===== src/hw/sfr_defs.svh =====
// Constants for the safety fault reaction manager
`ifndef SFR_DEFS_SVH
`define SFR_DEFS_SVH
// ----------------------------------------
// Structure
// ----------------------------------------
`define SFR_IN_MODS 2
`define SFR_IN_CH 8
`define SFR_OUT_MODS 2
`define SFR_OUT_CH 4
`define SFR_OUT_W 16
// ----------------------------------------
// Register offsets
// ----------------------------------------
`define SFR_ADDR_CONFIG 8'h00
`define SFR_ADDR_IN_FAULT_VAL 8'h04
`define SFR_ADDR_OUT_FAULT_VAL0 8'h08
`define SFR_ADDR_OUT_FAULT_VAL1 8'h0C
`define SFR_ADDR_TRIP_EXTEND 8'h10
`define SFR_ADDR_STATUS 8'h14
`define SFR_ADDR_IN_BAD 8'h18
`define SFR_ADDR_OUT_BAD 8'h1C
// ----------------------------------------
// Config fields and reset values
// ----------------------------------------
`define SFR_CFG_CPU_DUAL 0
`define SFR_CFG_IN_DUAL 1
`define SFR_CFG_OUT_DUAL 3
`define SFR_CFG_OUT_ANALOG 5
`define SFR_CONFIG_RESET 7'h00
`define SFR_IN_FAULT_RESET 16'h0000
`define SFR_OUT_FAULT_RESET 16'h0000
`define SFR_TRIP_EXT_RESET 8'h00
// ----------------------------------------
// Zero states
// ----------------------------------------
`define SFR_ZERO_DISCRETE 16'h0000
`define SFR_ZERO_ANALOG 16'h0000
`endif


===== src/hw/sfr_pkg.sv =====
// Types shared by the safety fault reaction manager
package sfr_pkg;
   typedef enum logic [1:0] {LVL_NONE, LVL_MINOR, LVL_MAJOR,
                             LVL_FATAL} sfr_level_e;
   // Worst of two levels
   function automatic sfr_level_e sfr_worst(input sfr_level_e a,
                                            input sfr_level_e b);
      sfr_worst = (a > b) ? a : b;
   endfunction
endpackage


===== src/hw/sfr_in_module.sv =====
// Fault reaction for one input module and its channels
`timescale 1ns/1ps
`include "sfr_defs.svh"
module sfr_in_module
   import sfr_pkg::*;
(
   input wire logic clk,
   input wire logic reset,
   input wire logic dual,
   input wire logic [`SFR_IN_CH-1:0] rawIn,
   input wire logic [`SFR_IN_CH-1:0] faultVal,
   input wire logic modFault,
   input wire logic [`SFR_IN_CH-1:0] chHwFault,
   input wire logic [`SFR_IN_CH-1:0] chFieldFault,
   output logic [`SFR_IN_CH-1:0] value,
   output logic [`SFR_IN_CH-1:0] statusBad,
   output logic activeSide,
   output logic [1:0] failedSide,
   output sfr_level_e level
);
   logic [`SFR_IN_CH-1:0] next_value;
   logic [`SFR_IN_CH-1:0] next_statusBad;
   logic next_activeSide;
   logic [1:0] next_failedSide;
   sfr_level_e next_level;

   always_comb begin
      next_statusBad = statusBad;
      next_activeSide = activeSide;
      next_failedSide = failedSide;
      next_level = LVL_NONE;
      if (!dual) begin
         if (modFault) begin
            next_statusBad = {`SFR_IN_CH{1'b1}};
            next_level = LVL_MAJOR;
         end
         if (|(chHwFault | chFieldFault)) begin
            next_statusBad = next_statusBad | chHwFault | chFieldFault;
            next_level = LVL_MAJOR;
         end
      end else begin
         if (|chFieldFault) begin
            next_statusBad = statusBad | chFieldFault;
            next_level = LVL_MAJOR;
         end
         if (modFault || (|(chHwFault & ~chFieldFault))) begin
            // Failed side is marked in the same step as the switch
            next_failedSide[activeSide] = 1'b1;
            next_activeSide = ~activeSide;
            next_level = sfr_worst(next_level, LVL_MINOR);
         end
      end
      // Substitution follows the sticky status, so it holds after the event
      for (int i = 0; i < `SFR_IN_CH; i++) begin
         next_value[i] = next_statusBad[i] ? faultVal[i] : rawIn[i];
      end
   end

   always_ff @(posedge clk) begin
      if (reset) begin
         value <= '0;
         statusBad <= '0;
         activeSide <= 1'b0;
         failedSide <= 2'b00;
         level <= LVL_NONE;
      end else begin
         value <= next_value;
         statusBad <= next_statusBad;
         activeSide <= next_activeSide;
         failedSide <= next_failedSide;
         level <= next_level;
      end
   end
endmodule // sfr_in_module


===== src/hw/sfr_out_module.sv =====
// Fault reaction for one output module and its channels
`timescale 1ns/1ps
`include "sfr_defs.svh"
module sfr_out_module
   import sfr_pkg::*;
(
   input wire logic clk,
   input wire logic reset,
   input wire logic dual,
   input wire logic analog,
   input wire logic shutdownAll,
   input wire logic [`SFR_OUT_W-1:0] faultVal,
   input wire logic [`SFR_OUT_CH-1:0] tripExtend,
   input wire logic [`SFR_OUT_CH*`SFR_OUT_W-1:0] appOut,
   input wire logic modFault,
   input wire logic [`SFR_OUT_CH-1:0] chHwFault,
   input wire logic [`SFR_OUT_CH-1:0] chFieldFault,
   input wire logic [`SFR_OUT_CH-1:0] chDangerProt,
   input wire logic [`SFR_OUT_CH-1:0] chDangerNoProt,
   output logic [`SFR_OUT_CH*`SFR_OUT_W-1:0] value,
   output logic [`SFR_OUT_CH-1:0] chDisable,
   output logic [`SFR_OUT_CH-1:0] statusBad,
   output logic activeSide,
   output logic [1:0] failedSide,
   output sfr_level_e level
);
   logic zeroMod;
   logic next_zeroMod;
   logic [`SFR_OUT_CH-1:0] chFail;
   logic [`SFR_OUT_CH-1:0] next_chFail;
   logic [`SFR_OUT_CH-1:0] chAny;
   logic [`SFR_OUT_CH-1:0] trip;
   logic [`SFR_OUT_W-1:0] zeroVal;
   logic [`SFR_OUT_CH*`SFR_OUT_W-1:0] next_value;
   logic next_activeSide;
   logic [1:0] next_failedSide;
   sfr_level_e next_level;

   always_comb begin
      // Dual modules treat only field faults the single way
      chAny = dual ? chFieldFault : (chHwFault | chFieldFault);
      trip = chAny & (chDangerProt | (chDangerNoProt & tripExtend));
      zeroVal = analog ? `SFR_ZERO_ANALOG : `SFR_ZERO_DISCRETE;
      next_zeroMod = zeroMod;
      next_chFail = chFail | chAny;
      next_activeSide = activeSide;
      next_failedSide = failedSide;
      next_level = LVL_NONE;
      if (|chAny) begin
         next_level = LVL_MAJOR;
      end
      if ((!dual && modFault) || (|trip)) begin
         next_zeroMod = 1'b1;
         next_level = LVL_MAJOR;
      end
      if (dual && (modFault || (|(chHwFault & ~chFieldFault)))) begin
         next_failedSide[activeSide] = 1'b1;
         next_activeSide = ~activeSide;
         next_level = sfr_worst(next_level, LVL_MINOR);
      end
      // Total shutdown outranks zeroing; zeroing outranks a channel value
      for (int i = 0; i < `SFR_OUT_CH; i++) begin
         if (shutdownAll) begin
            next_value[i*`SFR_OUT_W +: `SFR_OUT_W] = faultVal;
         end else if (next_zeroMod) begin
            next_value[i*`SFR_OUT_W +: `SFR_OUT_W] = zeroVal;
         end else if (next_chFail[i]) begin
            next_value[i*`SFR_OUT_W +: `SFR_OUT_W] = faultVal;
         end else begin
            next_value[i*`SFR_OUT_W +: `SFR_OUT_W] =
               appOut[i*`SFR_OUT_W +: `SFR_OUT_W];
         end
      end
   end

   always_ff @(posedge clk) begin
      if (reset) begin
         zeroMod <= 1'b0;
         chFail <= '0;
         value <= '0;
         chDisable <= '0;
         statusBad <= '0;
         activeSide <= 1'b0;
         failedSide <= 2'b00;
         level <= LVL_NONE;
      end else begin
         zeroMod <= next_zeroMod;
         chFail <= next_chFail;
         value <= next_value;
         chDisable <= {`SFR_OUT_CH{next_zeroMod}} | next_chFail;
         statusBad <= {`SFR_OUT_CH{next_zeroMod | shutdownAll}}
                      | next_chFail;
         activeSide <= next_activeSide;
         failedSide <= next_failedSide;
         level <= next_level;
      end
   end
endmodule // sfr_out_module


===== src/hw/sfr_manager.sv =====
// Top of the safety fault reaction manager: CPU, levels, registers
`timescale 1ns/1ps
`include "sfr_defs.svh"
// Contract
// - Single CPU failure: stop CPU, all outputs to fault value, fatal.
// - Dual CPU failure: stop failing CPU, hand control to partner, minor.
// - Single input module failure: all channels fault value, bad, major.
// - Single channel or field failure: substitute failed channels, major.
// - Dual channel: field failure as single, other failures switch, minor.
// - Dual I/O module hardware failure: switch to standby, minor.
// - Single output module failure: channels zeroed, disabled, bad, major.
// - Shutoff switch trip: whole module zeroed, disabled, bad, major.
// - Channel failure, no trip: that channel fault value, disabled, major.
// - Zero state is false for discrete, 0.0 mA for analog current.
// - Trip on dangerous or protective failure; extendable per channel.
// - Minor error keeps running; failed unit marked before switch (code marks it in the same cycle as the switch).
module sfr_manager
   import sfr_pkg::*;
(
   input wire logic clk,
   input wire logic reset,
   input wire logic [7:0] regAddr,
   input wire logic [31:0] regWdata,
   input wire logic regWrite,
   input wire logic regRead,
   output logic [31:0] regRdata,
   input wire logic cpuFault,
   input wire logic cpuFaultSide,
   input wire logic [`SFR_IN_MODS*`SFR_IN_CH-1:0] inRaw,
   input wire logic [`SFR_IN_MODS-1:0] inModFault,
   input wire logic [`SFR_IN_MODS*`SFR_IN_CH-1:0] inChHwFault,
   input wire logic [`SFR_IN_MODS*`SFR_IN_CH-1:0] inChFieldFault,
   input wire logic [`SFR_OUT_MODS*`SFR_OUT_CH*`SFR_OUT_W-1:0] appOut,
   input wire logic [`SFR_OUT_MODS-1:0] outModFault,
   input wire logic [`SFR_OUT_MODS*`SFR_OUT_CH-1:0] outChHwFault,
   input wire logic [`SFR_OUT_MODS*`SFR_OUT_CH-1:0] outChFieldFault,
   input wire logic [`SFR_OUT_MODS*`SFR_OUT_CH-1:0] outChDangerProt,
   input wire logic [`SFR_OUT_MODS*`SFR_OUT_CH-1:0] outChDangerNoProt,
   output logic [1:0] cpuStop,
   output logic activeCpu,
   output logic allShutdown,
   output logic [`SFR_IN_MODS*`SFR_IN_CH-1:0] inValue,
   output logic [`SFR_IN_MODS*`SFR_IN_CH-1:0] inStatusBad,
   output logic [`SFR_IN_MODS-1:0] inActiveSide,
   output logic [`SFR_OUT_MODS*`SFR_OUT_CH*`SFR_OUT_W-1:0] outValue,
   output logic [`SFR_OUT_MODS*`SFR_OUT_CH-1:0] outDisable,
   output logic [`SFR_OUT_MODS*`SFR_OUT_CH-1:0] outStatusBad,
   output logic [`SFR_OUT_MODS-1:0] outActiveSide,
   output sfr_level_e faultLevel
);
   // ----------------------------------------
   // Configuration registers
   // ----------------------------------------
   logic [6:0] cfgWord;
   logic [6:0] next_cfgWord;
   logic [15:0] inFaultVal;
   logic [15:0] next_inFaultVal;
   logic [`SFR_OUT_W-1:0] outFaultVal0;
   logic [`SFR_OUT_W-1:0] next_outFaultVal0;
   logic [`SFR_OUT_W-1:0] outFaultVal1;
   logic [`SFR_OUT_W-1:0] next_outFaultVal1;
   logic [7:0] tripExtend;
   logic [7:0] next_tripExtend;
   logic [31:0] next_regRdata;

   logic cpuDual;
   logic [1:0] inDual;
   logic [1:0] outDual;
   logic [1:0] outAnalog;

   assign cpuDual = cfgWord[`SFR_CFG_CPU_DUAL];
   assign inDual = cfgWord[`SFR_CFG_IN_DUAL +: 2];
   assign outDual = cfgWord[`SFR_CFG_OUT_DUAL +: 2];
   assign outAnalog = cfgWord[`SFR_CFG_OUT_ANALOG +: 2];

   // ----------------------------------------
   // CPU reaction state
   // ----------------------------------------
   logic [1:0] next_cpuStop;
   logic next_activeCpu;
   logic next_allShutdown;
   sfr_level_e cpuLevel;
   sfr_level_e next_faultLevel;

   // Per-module results from the leaf reactions, and per-module output fault values
   logic [`SFR_IN_MODS*2-1:0] inFailed;
   logic [`SFR_OUT_MODS*2-1:0] outFailed;
   sfr_level_e inLevel [`SFR_IN_MODS];
   sfr_level_e outLevel [`SFR_OUT_MODS];
   logic [`SFR_OUT_W-1:0] outFaultSel [`SFR_OUT_MODS];

   assign outFaultSel[0] = outFaultVal0;
   assign outFaultSel[1] = outFaultVal1;

   // ----------------------------------------
   // Register bus
   // ----------------------------------------
   always_comb begin
      next_cfgWord = cfgWord;
      next_inFaultVal = inFaultVal;
      next_outFaultVal0 = outFaultVal0;
      next_outFaultVal1 = outFaultVal1;
      next_tripExtend = tripExtend;
      next_regRdata = 32'h0000_0000;
      if (regWrite) begin
         case (regAddr)
            `SFR_ADDR_CONFIG: next_cfgWord = regWdata[6:0];
            `SFR_ADDR_IN_FAULT_VAL: next_inFaultVal = regWdata[15:0];
            `SFR_ADDR_OUT_FAULT_VAL0: next_outFaultVal0 = regWdata[15:0];
            `SFR_ADDR_OUT_FAULT_VAL1: next_outFaultVal1 = regWdata[15:0];
            `SFR_ADDR_TRIP_EXTEND: next_tripExtend = regWdata[7:0];
            default: begin
            end
         endcase
      end
      // Unmapped addresses read as zero
      if (regRead) begin
         case (regAddr)
            `SFR_ADDR_CONFIG: next_regRdata = {25'h0, cfgWord};
            `SFR_ADDR_IN_FAULT_VAL: next_regRdata = {16'h0, inFaultVal};
            `SFR_ADDR_OUT_FAULT_VAL0: next_regRdata = {16'h0, outFaultVal0};
            `SFR_ADDR_OUT_FAULT_VAL1: next_regRdata = {16'h0, outFaultVal1};
            `SFR_ADDR_TRIP_EXTEND: next_regRdata = {24'h0, tripExtend};
            `SFR_ADDR_STATUS: begin
               next_regRdata = {14'h0, outFailed, inFailed, outActiveSide,
                                inActiveSide, allShutdown, activeCpu,
                                cpuStop, faultLevel};
            end
            `SFR_ADDR_IN_BAD: next_regRdata = {16'h0, inStatusBad};
            `SFR_ADDR_OUT_BAD: next_regRdata = {16'h0, outDisable,
                                                outStatusBad};
            default: next_regRdata = 32'h0000_0000;
         endcase
      end
   end

   always_ff @(posedge clk) begin
      if (reset) begin
         cfgWord <= `SFR_CONFIG_RESET;
         inFaultVal <= `SFR_IN_FAULT_RESET;
         outFaultVal0 <= `SFR_OUT_FAULT_RESET;
         outFaultVal1 <= `SFR_OUT_FAULT_RESET;
         tripExtend <= `SFR_TRIP_EXT_RESET;
         regRdata <= 32'h0000_0000;
      end else begin
         cfgWord <= next_cfgWord;
         inFaultVal <= next_inFaultVal;
         outFaultVal0 <= next_outFaultVal0;
         outFaultVal1 <= next_outFaultVal1;
         tripExtend <= next_tripExtend;
         regRdata <= next_regRdata;
      end
   end

   // ----------------------------------------
   // CPU reaction
   // ----------------------------------------
   always_comb begin
      next_cpuStop = cpuStop;
      next_activeCpu = activeCpu;
      next_allShutdown = allShutdown;
      cpuLevel = LVL_NONE;
      if (cpuFault) begin
         // Losing the last running CPU is fatal even when dual
         if (!cpuDual || cpuStop[~cpuFaultSide]) begin
            next_cpuStop = 2'b11;
            next_allShutdown = 1'b1;
            cpuLevel = LVL_FATAL;
         end else begin
            next_cpuStop[cpuFaultSide] = 1'b1;
            next_activeCpu = ~cpuFaultSide;
            cpuLevel = LVL_MINOR;
         end
      end
   end

   // ----------------------------------------
   // Fault level of the latest event
   // ----------------------------------------
   always_comb begin
      sfr_level_e worst;
      worst = cpuLevel;
      for (int m = 0; m < `SFR_IN_MODS; m++) begin
         worst = sfr_worst(worst, inLevel[m]);
      end
      for (int m = 0; m < `SFR_OUT_MODS; m++) begin
         worst = sfr_worst(worst, outLevel[m]);
      end
      next_faultLevel = (worst != LVL_NONE) ? worst : faultLevel;
   end

   always_ff @(posedge clk) begin
      if (reset) begin
         cpuStop <= 2'b00;
         activeCpu <= 1'b0;
         allShutdown <= 1'b0;
         faultLevel <= LVL_NONE;
      end else begin
         cpuStop <= next_cpuStop;
         activeCpu <= next_activeCpu;
         allShutdown <= next_allShutdown;
         faultLevel <= next_faultLevel;
      end
   end

   // ----------------------------------------
   // Input module reactions
   // ----------------------------------------
   // Fault values are straight substitutions; choosing them is up to the
   // configurer (false for shutdown-demand inputs).
   generate
      for (genvar m = 0; m < `SFR_IN_MODS; m++) begin : gInMod
         sfr_in_module uIn (
            .clk(clk),
            .reset(reset),
            .dual(inDual[m]),
            .rawIn(inRaw[m*`SFR_IN_CH +: `SFR_IN_CH]),
            .faultVal(inFaultVal[m*`SFR_IN_CH +: `SFR_IN_CH]),
            .modFault(inModFault[m]),
            .chHwFault(inChHwFault[m*`SFR_IN_CH +: `SFR_IN_CH]),
            .chFieldFault(inChFieldFault[m*`SFR_IN_CH +: `SFR_IN_CH]),
            .value(inValue[m*`SFR_IN_CH +: `SFR_IN_CH]),
            .statusBad(inStatusBad[m*`SFR_IN_CH +: `SFR_IN_CH]),
            .activeSide(inActiveSide[m]),
            .failedSide(inFailed[m*2 +: 2]),
            .level(inLevel[m])
         );
      end
   endgenerate

   // ----------------------------------------
   // Output module reactions
   // ----------------------------------------
   // Related-module shutdown on bad status is left to the application.
   generate
      for (genvar m = 0; m < `SFR_OUT_MODS; m++) begin : gOutMod
         sfr_out_module uOut (
            .clk(clk),
            .reset(reset),
            .dual(outDual[m]),
            .analog(outAnalog[m]),
            .shutdownAll(allShutdown),
            .faultVal(outFaultSel[m]),
            .tripExtend(tripExtend[m*`SFR_OUT_CH +: `SFR_OUT_CH]),
            .appOut(appOut[m*`SFR_OUT_CH*`SFR_OUT_W +:
                           `SFR_OUT_CH*`SFR_OUT_W]),
            .modFault(outModFault[m]),
            .chHwFault(outChHwFault[m*`SFR_OUT_CH +: `SFR_OUT_CH]),
            .chFieldFault(outChFieldFault[m*`SFR_OUT_CH +: `SFR_OUT_CH]),
            .chDangerProt(outChDangerProt[m*`SFR_OUT_CH +: `SFR_OUT_CH]),
            .chDangerNoProt(outChDangerNoProt[m*`SFR_OUT_CH +: `SFR_OUT_CH]),
            .value(outValue[m*`SFR_OUT_CH*`SFR_OUT_W +:
                            `SFR_OUT_CH*`SFR_OUT_W]),
            .chDisable(outDisable[m*`SFR_OUT_CH +: `SFR_OUT_CH]),
            .statusBad(outStatusBad[m*`SFR_OUT_CH +: `SFR_OUT_CH]),
            .activeSide(outActiveSide[m]),
            .failedSide(outFailed[m*2 +: 2]),
            .level(outLevel[m])
         );
      end
   endgenerate
endmodule // sfr_manager


===== config.mk =====
export PLATFORM = sky130hd
export DESIGN_NAME = sfr_manager
export DESIGN_NICKNAME = d
export VERILOG_FILES = /design/src/hw/sfr_pkg.sv /design/src/hw/sfr_in_module.sv /design/src/hw/sfr_out_module.sv /design/src/hw/sfr_manager.sv
export VERILOG_INCLUDE_DIRS = /design/src /design/src/hw
export SDC_FILE = /design/constraint.sdc
export NUM_CORES = 1
export LEC_CHECK = 0
export BUFFER_PORTS_ARGS = -buffer_cell sky130_fd_sc_hd__clkbuf_2
export CAP_MARGIN = 15
export CORE_AREA = 2 2 188 190
export CTS_CLUSTER_DIAMETER = 100
export CTS_CLUSTER_SIZE = 24
export DETAILED_ROUTE_END_ITERATION = 7
export DIE_AREA = 0 0 190 192
export PLACE_DENSITY = 0.66
export SLEW_MARGIN = 20
export SYNTH_ARGS = -nofsm -noshare
export SYNTH_HDL_FRONTEND = slang
export SYNTH_HIERARCHICAL = 1
export SYNTH_SLANG_ARGS = --single-unit

===== constraint.sdc =====
create_clock -name clk -period 8.1 [get_ports clk]
set_clock_uncertainty 0.1 [all_clocks]
set_input_delay 0.81 -clock clk [delete_from_list [all_inputs] [get_ports clk]]
set_output_delay 0.81 -clock clk [all_outputs]
set_load 0.02 [all_outputs]

### Word-level counts from Yosys, hierarchy flattened

Cells that the tools add are included.

| storage, ports and cells | value |
|---|---|
| flip-flop bits (word level) | 307 |
| output and inout bits | 218 |
| bits of input ports | 258 |
| word-level logic and storage cells | 245 |

| cells by class | value |
|---|---|
| mux-type cells | 96 |
| reductions and logical operators | 43 |
| equal/unequal tests | 7 |
| magnitude comparators | 19 |
| bitwise gates (word level) | 44 |

Operators by type and width:

| operator | number |
|---|---|
| 16-bit two-way mux | 24 |
| 18-bit one-hot mux with 8 select lines | 1 |
| 8-bit two-way mux | 10 |
| 8-bit OR | 8 |
| 2-bit two-way mux | 29 |
| 8-bit OR reduction | 6 |
| 4-bit OR | 10 |
| 8-bit by 5-bit equality test with 1-bit output (second input constant) | 4 |
| 1-bit two-way mux | 25 |
| 4-bit bitwise AND | 6 |
| 4-bit OR reduction | 6 |
| 2-bit AND reduction | 9 |
| 8-bit bitwise AND | 2 |
| 8-bit by 4-bit equality test with 1-bit output (second input constant) | 2 |
| 8-bit NOT | 2 |
| 1-bit by 2-bit < comparator with 1-bit output (second input constant) | 6 |
| 2-bit OR | 5 |
| 1-bit logical AND | 9 |
| 8-bit by 3-bit equality test with 1-bit output (second input constant) | 1 |
| 2-bit by 1-bit > comparator with 1-bit output (second input constant) | 4 |
| 2-bit > comparator | 4 |
| 8-bit logical NOT | 1 |
| 4-bit two-way mux | 2 |
| 4-bit NOT | 2 |
| other kinds (8) | 31 |

### Longest topological paths before layout

| logic depth | value |
|---|---|
| word-level depth | 15 |
| gate-level depth with buffers | 17 |
| mapped depth without buffers | 17 |

### Hierarchy

The synthesis kept the hierarchy.

By module, submodules not included:

| module | sequential area each (µm²) | area an instance (µm²) | cells each | instances |
|---|---|---|---|---|
| sfr_out_module | 1641.6 | 3751.1 | 471 | 2 |
| sfr_manager | 1741.7 | 4309.1 | 456 | 1 |
| sfr_in_module | 420.4 | 912.1 | 107 | 2 |

### Least setup slack after synthesis

Ideal clock, no wire load.

| path | value |
|---|---|
| path kind | in2reg |
| start point | in cpuFaultSide |
| end point | reg faultLevel[0] |
| library setup time | 132 ps |
| path slack | 5046 ps |
| stages on the path | 13 |
| path buffers | 0 |
| arrival | 2822 ps |
| data required time | 7868 ps |
| cells stage by stage | mux2i_1 > a21oi_1 > inv_1 > ha_1 > nand2b_1 > and3_1 > o31ai_1 > o31ai_1 > ha_1 > nand2_1 > o21ai_0 > a22oi_1 > a21oi_1 |

| on the way | value |
|---|---|
| cells in the longest elaborated chain, start to end | 14 |

RTL lines:

| item | RTL line | source |
|---|---|---|
| start, declared | sfr_manager.sv:28 | `input wire logic cpuFaultSide,` |
| 1-bit two-way mux (implied by the code) (*) (2 in series) | sfr_manager.sv:165 | `if (!cpuDual \|\| cpuStop[~cpuFaultSide]) begin` |
| 1-bit logical OR (*) | sfr_manager.sv:165 |  |
| 2-bit two-way mux (*) | sfr_manager.sv:165 |  |
| 2-bit two-way mux (*) | sfr_manager.sv:163 | `if (cpuFault) begin` |
| 2-bit > comparator | sfr_pkg.sv:8 | `sfr_worst = (a > b) ? a : b;` |
| 2-bit two-way mux (*) | sfr_pkg.sv:8 |  |
| 2-bit > comparator | sfr_pkg.sv:8 |  |
| 2-bit two-way mux (*) | sfr_pkg.sv:8 |  |
| 2-bit > comparator | sfr_pkg.sv:8 |  |
| 2-bit two-way mux (*) | sfr_pkg.sv:8 |  |
| 2-bit > comparator | sfr_pkg.sv:8 |  |
| 2-bit two-way mux (*) | sfr_pkg.sv:8 |  |
| 2-bit nonzero test | sfr_manager.sv:189 | `next_faultLevel = (worst != LVL_NONE) ? worst : faultLevel;` |
| end signal, assigned | sfr_manager.sv:202 | `faultLevel <= next_faultLevel;` |
| end, declared | sfr_manager.sv:49 | `output sfr_level_e faultLevel` |

Mark *: on every way between the ends. The rest lies on a longest branch, timed or not. The select of a mux whose other input is x is not followed.
A chain may end at the register's enable or synchronous reset.

### Worst setup path after layout

| path | value |
|---|---|
| start point | reg cpuStop[0] |
| end point | reg faultLevel[0] |

| on the way | value |
|---|---|
| cells in the longest elaborated chain, start to end | 14 |

RTL lines:

| item | RTL line | source |
|---|---|---|
| start, declared | sfr_manager.sv:39 | `output logic [1:0] cpuStop,` |
| start signal, assigned | sfr_manager.sv:199 | `cpuStop <= next_cpuStop;` |
| 1-bit two-way mux (implied by the code) (*) (2 in series) | sfr_manager.sv:165 |  |
| 1-bit logical OR (*) | sfr_manager.sv:165 |  |
| 2-bit two-way mux (*) | sfr_manager.sv:165 |  |
| 2-bit two-way mux (*) | sfr_manager.sv:163 |  |
| 2-bit > comparator | sfr_pkg.sv:8 |  |
| 2-bit two-way mux (*) | sfr_pkg.sv:8 |  |
| 2-bit > comparator | sfr_pkg.sv:8 |  |
| 2-bit two-way mux (*) | sfr_pkg.sv:8 |  |
| 2-bit > comparator | sfr_pkg.sv:8 |  |
| 2-bit two-way mux (*) | sfr_pkg.sv:8 |  |
| 2-bit > comparator | sfr_pkg.sv:8 |  |
| 2-bit two-way mux (*) | sfr_pkg.sv:8 |  |
| 2-bit nonzero test | sfr_manager.sv:189 |  |

Marked as above.

==> impl_metrics.tcl <==
set metrics [dict create \
    power_density_nw_per_um2 162 \
    fmax_mhz 330 \
    firstDrtPassIters 6 \
    cts_max_path_buffers 3 \
    synth_ff_type "dfxtp_1" \
    cts_setup_buffers 0 \
    grt_max_degree 111 \
    synth-edff-count 0 \
    fin_setup_tns_ns 0 \
    vdd_drop_max_uv 134 \
    ios 476 \
    report.final.hold_viol_count 0 \
    grt_pass1_vias 12400 \
    cp-start-kind "flip-flop" \
    pre_cts_ws_ns 4.56 \
    max_slew_margin 0.234 \
    cpMostUsedCell "ha_1" \
    clock-root-buffer "clkbuf_16" \
    synth_seq_cells 293 \
    dieArea_um2 36500 \
    port_buffers 445 \
    swShare 0.267 \
    cp.required_ns 8.42 \
    antenna_found_initial 1 \
    avgSynthCellArea_um2 8.46 \
    drive_gt1_frac 0.284 \
    routedWlPerCell_um 20.9 \
    num_vias 13300 \
    htreeDepth 1 \
    outcome "completed" \
    yosysUniqueCellTypes 62 \
    slew_viol_final 0 \
    gp_congestion 0.961 \
    critical-path-slowest-cell "dfxtp_1" \
    path_cells "mux2i_1, a21oi_1, inv_1, ha_1, ha_1, inv_1, ha_1, inv_1, a22oi_1, o31ai_1, o31ai_1, ha_1, nor2b_1, o21ai_0, nor2_1, a22oi_1, a21oi_1" \
    final_cells 2433 \
    cp_data_arrival_time_ns 3.34 \
    grt-ovfl-total 0 \
    fin_ws_ns 5.07 \
    period_needed_ns 3.03 \
    internal-power_uw 1970 \
    worstPathMaxFanout 5 \
    cts_buffers 16 \
    power_switching_uw 716 \
    nNetsFinal 2244 \
    seqPwrFrac 0.551 \
    max_cap_viol_count 0 \
    fin_hold_ws_ns 0.363 \
    critPathMaxStageDelay_ns 0.43 \
    clk_latency_ns 0.54 \
    fp.dieW_um 190 \
    rsz0062_at_grt "no" \
    cellLeakagePower_uw 0.00723 \
    synth_area_leaders "dfxtp_1 43%, nor2_1 7.4%, a21oi_1 6.6%" \
    yosysMostFrequentCell "dfxtp_1" \
    setup_viol 0 \
    synth_top_area_share 0.430 \
    cts_resized 0 \
    viasPerCell 5.46 \
    syn_area_um2 13600 \
    ys_async_sr_fraction 0 \
    ant_nets 0 \
    ys.warnings.count 6 \
    initial_core_util 0.398 \
    drc 0 \
    grt_util_all_layers 0.266 \
    drt-total-wl_um 50800 \
    ys_seq_area_frac 0.430 \
    place_inst 2410 \
    initialDrtViolationCount 886 \
    worstSetupPathType "flip-flop to flip-flop" \
    dpl.hpwl_um 38400 \
    clock_sinks 293 \
    syn_inst 1612 \
    crit_buf_inv 3 \
    worstMarginPinSlew_ns 1.15 \
    cp_top_family "compound AO/OA/AOI/OAI gates" \
    area_growth_pct 21.3 \
    num_rows 68 \
    clkTransAtPathRegs_ns 0.10 \
    power_frac_clock 0.333 \
    critPathCaptureType "flip-flop" \
    p_total_uw 2680 \
    grt_pass1_wl_um 74300 \
    hp-class "flip-flop to flip-flop" \
    core_area_um2 34300 \
    p_comb_frac 0.116 \
    die_y_um 192 \
    cts.hold.buffers_added 0 \
    synthTopCellsByCount "293 x dfxtp_1, 269 x nor2_1, 179 x a21oi_1" \
    cts_tree "yes" \
    yosysTopAreaCell "dfxtp_1" \
    fin_crit_sh 0.374 \
]
## flip-flops by register name, indices dropped and copies added (netlist names), 2 cells and up
register	cells
gInMod.uIn/value	16
tripExtend	8
inFaultVal	16
gInMod.uIn/level	4
gOutMod.uOut/chFail	8
cpuStop	2
outFaultVal0	16
gOutMod.uOut/statusBad	8
faultLevel	2
gInMod.uIn/statusBad	16
gOutMod.uOut/activeSide	2
gOutMod.uOut/value	128
gInMod.uIn/activeSide	2
cfgWord	7
outFaultVal1	16
gOutMod.uOut/chDisable	8
regRdata	18
gOutMod.uOut/level	4
gOutMod.uOut/failedSide	4
gInMod.uIn/failedSide	4
gOutMod.uOut/zeroMod	2
## final cells by class
cell class,count,area (µm²)
clock inverter,3,62.6
multi-input combinational,1162,7070
fill,3370,17700
clock buffer,16,400
tap,455,569
antenna,1,2.50
timing repair buffer,468,2440
sequential,293,5870
inverter,35,131
## final timing paths
check	end	depth (start not counted)	slack, ns	start
max	faultLevel[0]	17	5.07	cpuStop[0]
min	gInMod[1].uIn/failedSide[1]	2	0.36	gInMod[1].uIn/failedSide[1]
max reg2reg	faultLevel[0]	17	5.07	cpuStop[0]
min reg2reg	gInMod[1].uIn/failedSide[1]	2	0.36	gInMod[1].uIn/failedSide[1]
## power groups by stage
stage	registers [µW]	clock network, µW	logic, µW
after floorplan	1520	0	168
after global placement	1510	0	301
after detailed placement	1510	0	304
after CTS	1480	915	305
after global routing	1480	963	336
final	1480	893	311
## cells in the final DEF (no fill, tap or decap), types with 12 or more instances in the layout
cell type  synthesis  layout
buf_4             21      20
clkbuf_16          0      16
inv_1             35      35
nand2b_1          39      39
and2_1            33      33
nor2b_1           30      30
a31oi_1          127     127
conb_1             1      14
nor4_1            12      12
o21ai_0           28      28
nand2_1           39      39
clkbuf_2           0     444
nor2_1           269     267
mux4_2            12      12
dfxtp_1          293     293
mux2i_1           77      77
nand3_1          150     150
a21oi_1          179     179
## per-stage QoR
step	cell area, µm²	utilization
6_report	16500	0.482
5_1_grt	16500	0.482
4_1_cts	16500	0.481
3_5_place_dp	16000	0.467
3_3_place_gp	16000	0.467
2_1_floorplan	13700	-
## metal layers
metal	wire length, µm	part of all wire	vias to the layer above	track usage
li1	-	-	6391	-
met5	0	0	-	0
met2	24100	0.47	589	0.452
met3	3300	0.065	68	0.0367
met4	1480	0.029	0	0.0856
met1	22000	0.43	6229	0.349
## worst register-to-register path, cell delays in order, from the launching register on
cell,delay [ns]
dfxtp_1,0.43
mux2i_1,0.11
a21oi_1,0.30
inv_1,0.08
ha_1,0.21
ha_1,0.22
inv_1,0.06
ha_1,0.18
inv_1,0.05
a22oi_1,0.16
o31ai_1,0.13
o31ai_1,0.10
ha_1,0.20
nor2b_1,0.04
o21ai_0,0.20
nor2_1,0.06
a22oi_1,0.20
a21oi_1,0.09
## cells by family after synthesis
family / count (synthesis) / synth area share
DFF: 293 / 0.430
adders and majority gates: 10 / 0.00918
and+or+nand+nor: 646 / 0.246
AOI/OAI and AO/OA: 391 / 0.170
muxes: 99 / 0.0846
xor gates and xnor gates: 2 / 0.00128
other: 1 / 0.000275
buffers and inverters: 170 / 0.0582
Power figures use the tool's default switching activity.
